## src/inc/isc_pkg.sv

```systemverilog
// Package for the I2C interrupt status, threshold and clear block
`default_nettype none
package isc_pkg;

	// Register byte offsets
	localparam logic [7:0] OFF_RX_THRESHOLD = 8'h38;
	localparam logic [7:0] OFF_TX_THRESHOLD = 8'h3C;
	localparam logic [7:0] OFF_COMBINED_CLEAR = 8'h40;
	localparam logic [7:0] OFF_RX_UNDERFLOW_CLEAR = 8'h44;
	localparam logic [7:0] OFF_RX_OVERFLOW_CLEAR = 8'h48;
	localparam logic [7:0] OFF_TX_OVERFLOW_CLEAR = 8'h4C;
	// Offsets chosen for registers with no printed address
	localparam logic [7:0] OFF_RAW_STATUS = 8'h34;
	localparam logic [7:0] OFF_OPTIONS = 8'h70;

	// Raw status bit positions
	localparam int BIT_RX_UNDERFLOW = 0;
	localparam int BIT_RX_OVERFLOW = 1;
	localparam int BIT_RX_FULL = 2;
	localparam int BIT_TX_OVERFLOW = 3;
	localparam int BIT_TX_EMPTY = 4;
	localparam int BIT_SLAVE_RESTART = 12;
	localparam int BIT_MASTER_HOLD = 13;

	// Option register bit positions
	localparam int OPT_SLAVE_RESTART = 0;
	localparam int OPT_DYNAMIC_TARGET = 1;
	localparam int OPT_EMPTY_FIFO_HOLD = 2;

	// Threshold field width, depth and reset values
	localparam int THRESHOLD_WIDTH = 8;
	localparam int LEVEL_WIDTH = 9;
	localparam logic [7:0] FIFO_DEPTH_MAX = 8'h0F;
	localparam logic [7:0] RX_THRESHOLD_RESET = 8'h00;
	localparam logic [7:0] TX_THRESHOLD_RESET = 8'h00;
	localparam logic [2:0] OPTIONS_RESET = 3'h0;

	// Events from the bus engine, one-cycle pulses except the master_holding level
	typedef struct packed {
		logic rx_underflow;
		logic rx_overflow;
		logic tx_overflow;
		logic restart_seen;
		logic slave_addressed;
		logic master_holding;
	} isc_event_type;

	// FIFO fill levels from the bus engine
	typedef struct packed {
		logic [8:0] rx_level;
		logic [8:0] tx_level;
	} isc_level_type;

endpackage
`default_nettype wire

```

## src/rtl/isc_sticky_flag.sv

```systemverilog
// Sticky interrupt flag with set-wins-over-clear
`timescale 1ns/1ps
`default_nettype none
module isc_sticky_flag
(
	input wire logic clk, // Peripheral clock
	input wire logic rst_n, // Synchronised reset, active low
	input wire logic set_pulse, // Hardware event
	input wire logic clear_pulse, // Software clear
	output logic flag // Sticky flag
);

	logic flag_q;

	// Set wins so an event in the clear cycle is kept
	always_ff @(posedge clk or negedge rst_n)
	begin
		if (!rst_n)
			flag_q <= 1'b0;
		else if (set_pulse)
			flag_q <= 1'b1;
		else if (clear_pulse)
			flag_q <= 1'b0;
	end

	assign flag = flag_q;

endmodule
`default_nettype wire

```

## src/rtl/isc_irq_status.sv

```systemverilog
// Interrupt status, FIFO thresholds and read-to-clear registers over APB
//
// The APB register port was decided locally.
`timescale 1ns/1ps
`default_nettype none
module isc_irq_status
(
	input wire logic ref_clk, // Peripheral clock, 100 MHz
	input wire logic reset_n, // Asynchronous reset, active low
	input wire logic psel, // APB select
	input wire logic penable, // APB enable
	input wire logic pwrite, // APB direction
	input wire logic [7:0] paddr, // APB byte address
	input wire logic [31:0] pwdata, // APB write data
	output logic [31:0] prdata, // APB read data
	output logic pready, // APB ready
	output logic pslverr, // APB error on unmapped address
	input wire isc_pkg::isc_event_type events, // Engine events, same clock
	input wire isc_pkg::isc_level_type levels, // FIFO levels, same clock
	output logic [31:0] raw_status, // Raw status word
	output logic tx_abort_source_clear, // Pulse clearing abort source
	output logic [7:0] rx_threshold_field, // Stored rx threshold
	output logic [7:0] tx_threshold_field // Stored tx threshold
);

	////////////////////////////////////////////////////////////////////
	// Reset synchroniser

	logic rst_meta_q;
	logic rst_sync_q;

	// A raw release could free flops on different edges
	// Release through two flops, assert at once
	always_ff @(posedge ref_clk or negedge reset_n)
	begin
		if (!reset_n)
		begin
			rst_meta_q <= 1'b0;
			rst_sync_q <= 1'b0;
		end
		else
		begin
			rst_meta_q <= 1'b1;
			rst_sync_q <= rst_meta_q;
		end
	end

	////////////////////////////////////////////////////////////////////
	// Bus decode

	// Register map, byte addresses
	// 0x34 raw status word, read only
	// 0x38 rx threshold, bits 7:0
	// 0x3C tx threshold, bits 7:0
	// 0x40 combined clear, read to clear
	// 0x44 rx underflow clear, read to clear
	// 0x48 rx overflow clear, read to clear
	// 0x4C tx overflow clear, read to clear
	// 0x70 build options, bits 2:0
	// Other addresses raise an error and change nothing

	logic access;
	logic wr_en;
	logic rd_en;
	logic mapped;
	logic sel_rx_thr;
	logic sel_tx_thr;
	logic sel_combined;
	logic sel_rx_under;
	logic sel_rx_over;
	logic sel_tx_over;
	logic sel_status;
	logic sel_options;

	// Zero-wait slave: every access phase completes at once
	assign access = psel && penable;
	assign wr_en = access && pwrite;
	assign rd_en = access && !pwrite;
	assign pready = 1'b1;

	// Address compare used for every register
	function automatic logic hit(input logic [7:0] addr, input logic [7:0] off);
		hit = (addr == off);
	endfunction

	// Clamp to buffer depth, used by both thresholds
	function automatic logic [7:0] clamp_depth(input logic [7:0] value);
		clamp_depth = (value > isc_pkg::FIFO_DEPTH_MAX) ? isc_pkg::FIFO_DEPTH_MAX : value;
	endfunction

	// Register selects, decoded once from the address
	assign sel_rx_thr = hit(paddr, isc_pkg::OFF_RX_THRESHOLD);
	assign sel_tx_thr = hit(paddr, isc_pkg::OFF_TX_THRESHOLD);
	assign sel_combined = hit(paddr, isc_pkg::OFF_COMBINED_CLEAR);
	assign sel_rx_under = hit(paddr, isc_pkg::OFF_RX_UNDERFLOW_CLEAR);
	assign sel_rx_over = hit(paddr, isc_pkg::OFF_RX_OVERFLOW_CLEAR);
	assign sel_tx_over = hit(paddr, isc_pkg::OFF_TX_OVERFLOW_CLEAR);
	assign sel_status = hit(paddr, isc_pkg::OFF_RAW_STATUS);
	assign sel_options = hit(paddr, isc_pkg::OFF_OPTIONS);

	// Any select counts as a mapped register
	assign mapped = sel_rx_thr || sel_tx_thr || sel_combined || sel_rx_under
		|| sel_rx_over || sel_tx_over || sel_status || sel_options;

	// Error only in the access phase of an unmapped transfer
	assign pslverr = access && !mapped;

	////////////////////////////////////////////////////////////////////
	// Threshold and option registers

	logic [7:0] rx_threshold_q;
	logic [7:0] tx_threshold_q;
	logic [2:0] options_q;

	// Oversize values store the buffer depth instead
	always_ff @(posedge ref_clk or negedge rst_sync_q)
	begin
		if (!rst_sync_q)
			rx_threshold_q <= isc_pkg::RX_THRESHOLD_RESET;
		else if (wr_en && sel_rx_thr)
			rx_threshold_q <= clamp_depth(pwdata[7:0]);
	end

	// Same clamp on the transmit side
	always_ff @(posedge ref_clk or negedge rst_sync_q)
	begin
		if (!rst_sync_q)
			tx_threshold_q <= isc_pkg::TX_THRESHOLD_RESET;
		else if (wr_en && sel_tx_thr)
			tx_threshold_q <= clamp_depth(pwdata[7:0]);
	end

	// Configuration options, fixed at build time in real parts
	always_ff @(posedge ref_clk or negedge rst_sync_q)
	begin
		if (!rst_sync_q)
			options_q <= isc_pkg::OPTIONS_RESET;
		else if (wr_en && sel_options)
			options_q <= pwdata[2:0];
	end

	// Stored thresholds go straight to the FIFO logic
	assign rx_threshold_field = rx_threshold_q;
	assign tx_threshold_field = tx_threshold_q;

	////////////////////////////////////////////////////////////////////
	// Clear strobes

	logic clr_combined;
	logic clr_rx_under;
	logic clr_rx_over;
	logic clr_tx_over;

	// Limitation: a flag that sets in the setup cycle of its own
	// clear read is cleared unseen; read raw status first where
	// that one-cycle window matters

	// Only reads clear; writes to these addresses do nothing
	assign clr_combined = rd_en && sel_combined;
	assign clr_rx_under = rd_en && sel_rx_under;
	assign clr_rx_over = rd_en && sel_rx_over;
	assign clr_tx_over = rd_en && sel_tx_over;

	// Abort source lives elsewhere; hand it the pulse
	assign tx_abort_source_clear = clr_combined;

	////////////////////////////////////////////////////////////////////
	// Sticky software-clearable flags

	logic rx_underflow_flag;
	logic rx_overflow_flag;
	logic tx_overflow_flag;
	logic slave_restart_flag;
	logic restart_set;
	logic hold_set;
	logic hold_enabled;
	logic master_hold_empty_flag;
	logic restart_enabled;
	logic dyn_target_enabled;
	logic empty_hold_enabled;

	// Option bits, named for the flag logic that reads them
	assign restart_enabled = options_q[isc_pkg::OPT_SLAVE_RESTART];
	assign dyn_target_enabled = options_q[isc_pkg::OPT_DYNAMIC_TARGET];
	assign empty_hold_enabled = options_q[isc_pkg::OPT_EMPTY_FIFO_HOLD];

	// Underflow: own clear register or the combined read
	isc_sticky_flag u_rx_underflow
	(
		.clk(ref_clk),
		.rst_n(rst_sync_q),
		.set_pulse(events.rx_underflow),
		.clear_pulse(clr_rx_under || clr_combined),
		.flag(rx_underflow_flag)
	);

	// Rx overflow: own clear register or the combined read
	isc_sticky_flag u_rx_overflow
	(
		.clk(ref_clk),
		.rst_n(rst_sync_q),
		.set_pulse(events.rx_overflow),
		.clear_pulse(clr_rx_over || clr_combined),
		.flag(rx_overflow_flag)
	);

	// Tx overflow: own clear register or the combined read
	isc_sticky_flag u_tx_overflow
	(
		.clk(ref_clk),
		.rst_n(rst_sync_q),
		.set_pulse(events.tx_overflow),
		.clear_pulse(clr_tx_over || clr_combined),
		.flag(tx_overflow_flag)
	);

	// Restart before address match is ignored: slave not yet addressed
	assign restart_set = events.restart_seen && events.slave_addressed
		&& restart_enabled;

	// Only the combined read clears the restart flag
	isc_sticky_flag u_slave_restart
	(
		.clk(ref_clk),
		.rst_n(rst_sync_q),
		.set_pulse(restart_set),
		.clear_pulse(clr_combined),
		.flag(slave_restart_flag)
	);

	////////////////////////////////////////////////////////////////////
	// Hardware-cleared flags

	// Master hold follows the engine; only valid with both options
	assign hold_enabled = dyn_target_enabled && empty_hold_enabled;
	assign hold_set = events.master_holding && hold_enabled;

	logic hold_q;
	logic rx_full_q;
	logic tx_empty_q;

	// Hold flag follows the engine; a combined read leaves it alone
	always_ff @(posedge ref_clk or negedge rst_sync_q)
	begin
		if (!rst_sync_q)
			hold_q <= 1'b0;
		else
			hold_q <= hold_set;
	end

	// Rx level at or above value plus one entries; no software clear
	always_ff @(posedge ref_clk or negedge rst_sync_q)
	begin
		if (!rst_sync_q)
			rx_full_q <= 1'b0;
		else
			rx_full_q <= levels.rx_level >= ({1'b0, rx_threshold_q} + 9'h001);
	end

	// Tx level at or below value entries; no software clear
	always_ff @(posedge ref_clk or negedge rst_sync_q)
	begin
		if (!rst_sync_q)
			tx_empty_q <= 1'b0;
		else
			tx_empty_q <= levels.tx_level <= {1'b0, tx_threshold_q};
	end

	assign master_hold_empty_flag = hold_q;

	////////////////////////////////////////////////////////////////////
	// Raw status word

	// Status word from the flag flops; unused bits read zero
	always_comb
	begin
		raw_status = 32'h0000_0000;
		raw_status[isc_pkg::BIT_RX_UNDERFLOW] = rx_underflow_flag;
		raw_status[isc_pkg::BIT_RX_OVERFLOW] = rx_overflow_flag;
		raw_status[isc_pkg::BIT_RX_FULL] = rx_full_q;
		raw_status[isc_pkg::BIT_TX_OVERFLOW] = tx_overflow_flag;
		raw_status[isc_pkg::BIT_TX_EMPTY] = tx_empty_q;
		raw_status[isc_pkg::BIT_SLAVE_RESTART] = slave_restart_flag;
		raw_status[isc_pkg::BIT_MASTER_HOLD] = master_hold_empty_flag;
	end

	////////////////////////////////////////////////////////////////////
	// Read data

	logic [31:0] rdata_d;
	logic [31:0] rdata_q;
	logic combined_any;

	// Combined flag is any software-clearable flag set
	assign combined_any = rx_underflow_flag || rx_overflow_flag
		|| tx_overflow_flag || slave_restart_flag;

	// Clear registers return the pre-clear value in bit 0
	always_comb
	begin
		rdata_d = 32'h0000_0000;
		case (paddr)
			isc_pkg::OFF_RX_THRESHOLD: rdata_d[7:0] = rx_threshold_q;
			isc_pkg::OFF_TX_THRESHOLD: rdata_d[7:0] = tx_threshold_q;
			isc_pkg::OFF_COMBINED_CLEAR: rdata_d[0] = combined_any;
			isc_pkg::OFF_RX_UNDERFLOW_CLEAR: rdata_d[0] = rx_underflow_flag;
			isc_pkg::OFF_RX_OVERFLOW_CLEAR: rdata_d[0] = rx_overflow_flag;
			isc_pkg::OFF_TX_OVERFLOW_CLEAR: rdata_d[0] = tx_overflow_flag;
			isc_pkg::OFF_RAW_STATUS: rdata_d = raw_status;
			isc_pkg::OFF_OPTIONS: rdata_d[2:0] = options_q;
			default: rdata_d = 32'h0000_0000;
		endcase
	end

	// Data is registered in the setup cycle, so valid in access phase
	always_ff @(posedge ref_clk or negedge rst_sync_q)
	begin
		if (!rst_sync_q)
			rdata_q <= 32'h0000_0000;
		else if (psel && !penable && !pwrite)
			rdata_q <= rdata_d;
	end

	// Stands from the setup edge until the next read setup
	assign prdata = rdata_q;

endmodule
`default_nettype wire

```

## config.mk

```make
export PLATFORM = sky130hd
export DESIGN_NAME = isc_irq_status
export DESIGN_NICKNAME = d
export VERILOG_FILES = /design/src/inc/isc_pkg.sv /design/src/rtl/isc_sticky_flag.sv /design/src/rtl/isc_irq_status.sv
export SDC_FILE = /design/constraint.sdc
export NUM_CORES = 1
export LEC_CHECK = 0
export BUFFER_PORTS_ARGS = -buffer_cell sky130_fd_sc_hd__buf_4
export CAP_MARGIN = 40
export CORE_MARGIN = 10
export CORE_UTILIZATION = 35
export DETAILED_ROUTE_END_ITERATION = 8
export PLACE_DENSITY_LB_ADDON = 0.15
export SLEW_MARGIN = 20
export SYNTH_ARGS = -nofsm -noshare
export SYNTH_HDL_FRONTEND = slang
export SYNTH_SLANG_ARGS = --single-unit
```

## constraint.sdc

```tcl
create_clock -name ref_clk -period 1.55 [get_ports ref_clk]
set_clock_uncertainty 0.1 [all_clocks]
set_input_delay 0.31 -clock ref_clk [delete_from_list [all_inputs] [get_ports ref_clk]]
set_output_delay 0.31 -clock ref_clk [all_outputs]
set_load 0.01 [all_outputs]
```

==> flow_summary.toml <==
[yosys]
synth_cell_type_count = 51
synth_fa_ha_area_share_pct = 8.318
synth_top_family_by_area = "simple AND/OR/NAND/NOR gates"
synth_edf_count = 0
synth-simple-area-share_pct = 18.85
synth_warnings = 0
ys_seq_elements = 38
synth_compound_area_share_pct = 12.15
syn_inst = 290
synthTopCellsByArea = "dfrtp_1 (35%), buf_4 (15%), ha_1 (8.3%), nand2_1 (3.6%), o21ai_0 (2.8%)"
synth_area_um2 = 2708
ys.flop_type = "dfrtp_1"
synth_top_area_cell = "dfrtp_1"
synth.top_cell.area_share_pct = 35.12
synth_mux_area_share_pct = 4.298
synthArstFlopShare_pct = 100.0
synthXorXnorAreaFrac_pct = 2.588
avgSynthCellArea_um2 = 9.337
seq_area_frac_synth_pct = 35.12

[drt]
dr.pass1.iters = 4
drtAntennaViolNets = 0
drtIter0Drc = 63
vias = 2297
vias_per_cell = 4.392
wl_per_cell_um = 15.11
wl_um = 7902
drc = 0

[pwr]
power_uw = 2246
leakagePower_uw = 0.001908
peakVddDrop_uv = 270.6
power_density_nw_per_um2 = 582.7

[sta]
setup_tns_ns = -0.7011
slew_viol_final = 0
timing.hold.ws_ns = 0.1065
fin_crit_ns = 1.913
final-setup-viol-count = 3
worst_slack_ns = -0.3630
rsz0062_at_grt = "true"
fmax_ghz = 0.5227
finalCritPeriodShare_pct = 123.4
finalHoldViolations = 0

[clock_network]
clk_pin_slew_ns = 0.08
clock_sinks = 38
cts_tree = "yes"
clk_path_buf_depth = 2
htree_levels = 2
clk_latency_ns = 0.29
root_buffer = "clkbuf_8"
cts_made_buffers = 5

[critical_path]
critPathKind = "register to register"
crit_path_start_kind = "register"
crit_slowest_cell = "dfrtp_2"
cp_max_fo = 4
cp_common_cell = "a21o_1"
worst-path-buf-inv = 0
end_kind = "register"
cp.required_ns = 1.63
critPathTopFamily = "compound AO/OA/AOI/OAI gates"
critPathMaxStageDelay_ns = 0.39
path_cells = "and3_4 > nand3_4 > xor2_1 > ha_1 > a21o_1 > a211oi_2 > o21ai_1 > a21o_1"
arrival_ns = 1.99

[job]
maxCapViolations = 0

[finish]
layout_common_cells = "buf_4 (130), conb_1 (49), dfrtp_1 (35), nand2_1 (20), ha_1 (15)"
layoutNonFillerInstCount = 523
fillers = 743
antenna_cells = 0
drive_gt1_share_pct = 44.89
layout_commonest_cell = "buf_4"
synthToLayoutAreaGrowth_pct = 42.38
fin_nets = 507

[floorplanning]
initial_core_util_pct = 35.59
die_w_um = 108.0
std_cell_rows = 32
ios = 152
die-area_um2 = 11650
coreArea_um2 = 7607
die_y_um = 108.0

[grt]
grt_pass1_vias = 2441
grt_pass1_wl_um = 12310
grt_max_degree = 37
antenna_found_initial = 0
grt_overflow = 0
track_usage_pct = 12.98

[placement]
dp.cells = 512
hpwl_um = 6566
gp_congestion = 0.9147
dp_slack_ns = -0.3767
portBuffers = 79

[hold_path]
hold_path_class = "input pin to register"

[outcome]
violations = "setup timing"
outcome = "finished, violations left"
[routing by layer]
metal / vias to the layer above / share of wire (%) / track usage [%]
li1: 1156 / - / -
met1: 1056 / 43 / 15.76
met2: 81 / 49 / 22.28
met3: 4 / 7.0 / 3.450
met4: 0 / 0.67 / 3.149
met5: - / 0 / 0
[timing repair]
item | 4_1_cts | 5_1_grt
hold buffers | 1 | 0
endpoints found under the setup margin | 4 | 6
hold endpoints to repair | 2 | 0
pin swaps | 8 | 7
gates resized for setup | 19 | 8
setup buffers | 1 | 2
[sequential cells by signal, indices dropped and copies added, names as in the netlist]
register,cells
u_rx_overflow.flag,1
rx_threshold_field,8
prdata,10
u_rx_underflow.flag,1
u_tx_overflow.flag,1
rst_sync_q,1
u_slave_restart.flag,1
rx_full_q,1
hold_q,1
tx_empty_q,1
rst_meta_q,1
tx_threshold_field,8
options_q,3
[cell type report]
| type | instances | area, um2 | share of cell area, % |
|---|---|---|---|
| clock buffers | 7 | 86.33 | 2.240 |
| clock inverters | 1 | 5.005 | 0.1298 |
| inverters | 13 | 48.80 | 1.266 |
| multi-input cells | 224 | 1568 | 40.67 |
| flip-flops and latches | 38 | 954.7 | 24.76 |
| well taps | 102 | 127.6 | 3.311 |
| repair buffers | 138 | 1065 | 27.62 |
[path summary, 6_finish.rpt]
kind,cells after the start,end,slack [ns],startpoint
hold / removal,2,u_rx_underflow.flag$_DFFE_PN0P_,0.11,events[5]
min in group asynchronous,1,u_rx_overflow.flag$_DFFE_PN0P_,0.19,rst_sync_q$_DFF_PN0_
setup / recovery,8,rx_full_q$_DFF_PN0_,-0.36,rx_threshold_field[0]$_DFFE_PN0P_
max in group asynchronous,1,rx_threshold_field[4]$_DFFE_PN0P_,0.79,rst_sync_q$_DFF_PN0_
setup reg to reg,8,rx_full_q$_DFF_PN0_,-0.36,rx_threshold_field[0]$_DFFE_PN0P_
hold reg to reg,1,u_rx_overflow.flag$_DFFE_PN0P_,0.19,rst_sync_q$_DFF_PN0_
[synthesized netlist by cell type, drive strengths merged, types with 2 or more instances]
master and n:
mux2i 6, nor2 13, conb 2, xnor2 2, or2 3, buf 59
o31ai 5, ha 18, mux2 5, nand2b 5, dfrtp 38, a22oi 3
a211oi 4, xor2 6, nor2b 5, o21ai 20, nand2 27, nor4 3
or4 3, a21o 4, nand3 10, nand4b 2, inv 13, and2 9
a21oi 5, clkbuf 3, or3 2, o22a 2, nor3 2, and3 2
[stage by stage]
step,instance area (um2),utilization (%)
finish,3855,50.67
global route,3855,50.67
CTS,3799,49.93
detailed placement,3620,47.58
global placement,3620,47.58
floorplan,2932,-
[power by group]
part	switching (uW)	internal, uW	total (uW)
clock	368	360	727
sequential	16.4	1020	1030
combinational	249	237	486
total	634	1610	2250
[kinds of logic after synthesis]
| family | Yosys count |
|---|---|
| buffers and inverters | 75 |
| XOR/XNOR | 8 |
| AND/OR/NAND/NOR | 89 |
| other | 2 |
| multiplexers | 11 |
| AO/OA/AOI/OAI | 49 |
| adder cells (fa/ha/maj) | 18 |
| flip-flops | 38 |
Power figures use the tool's default switching activity.
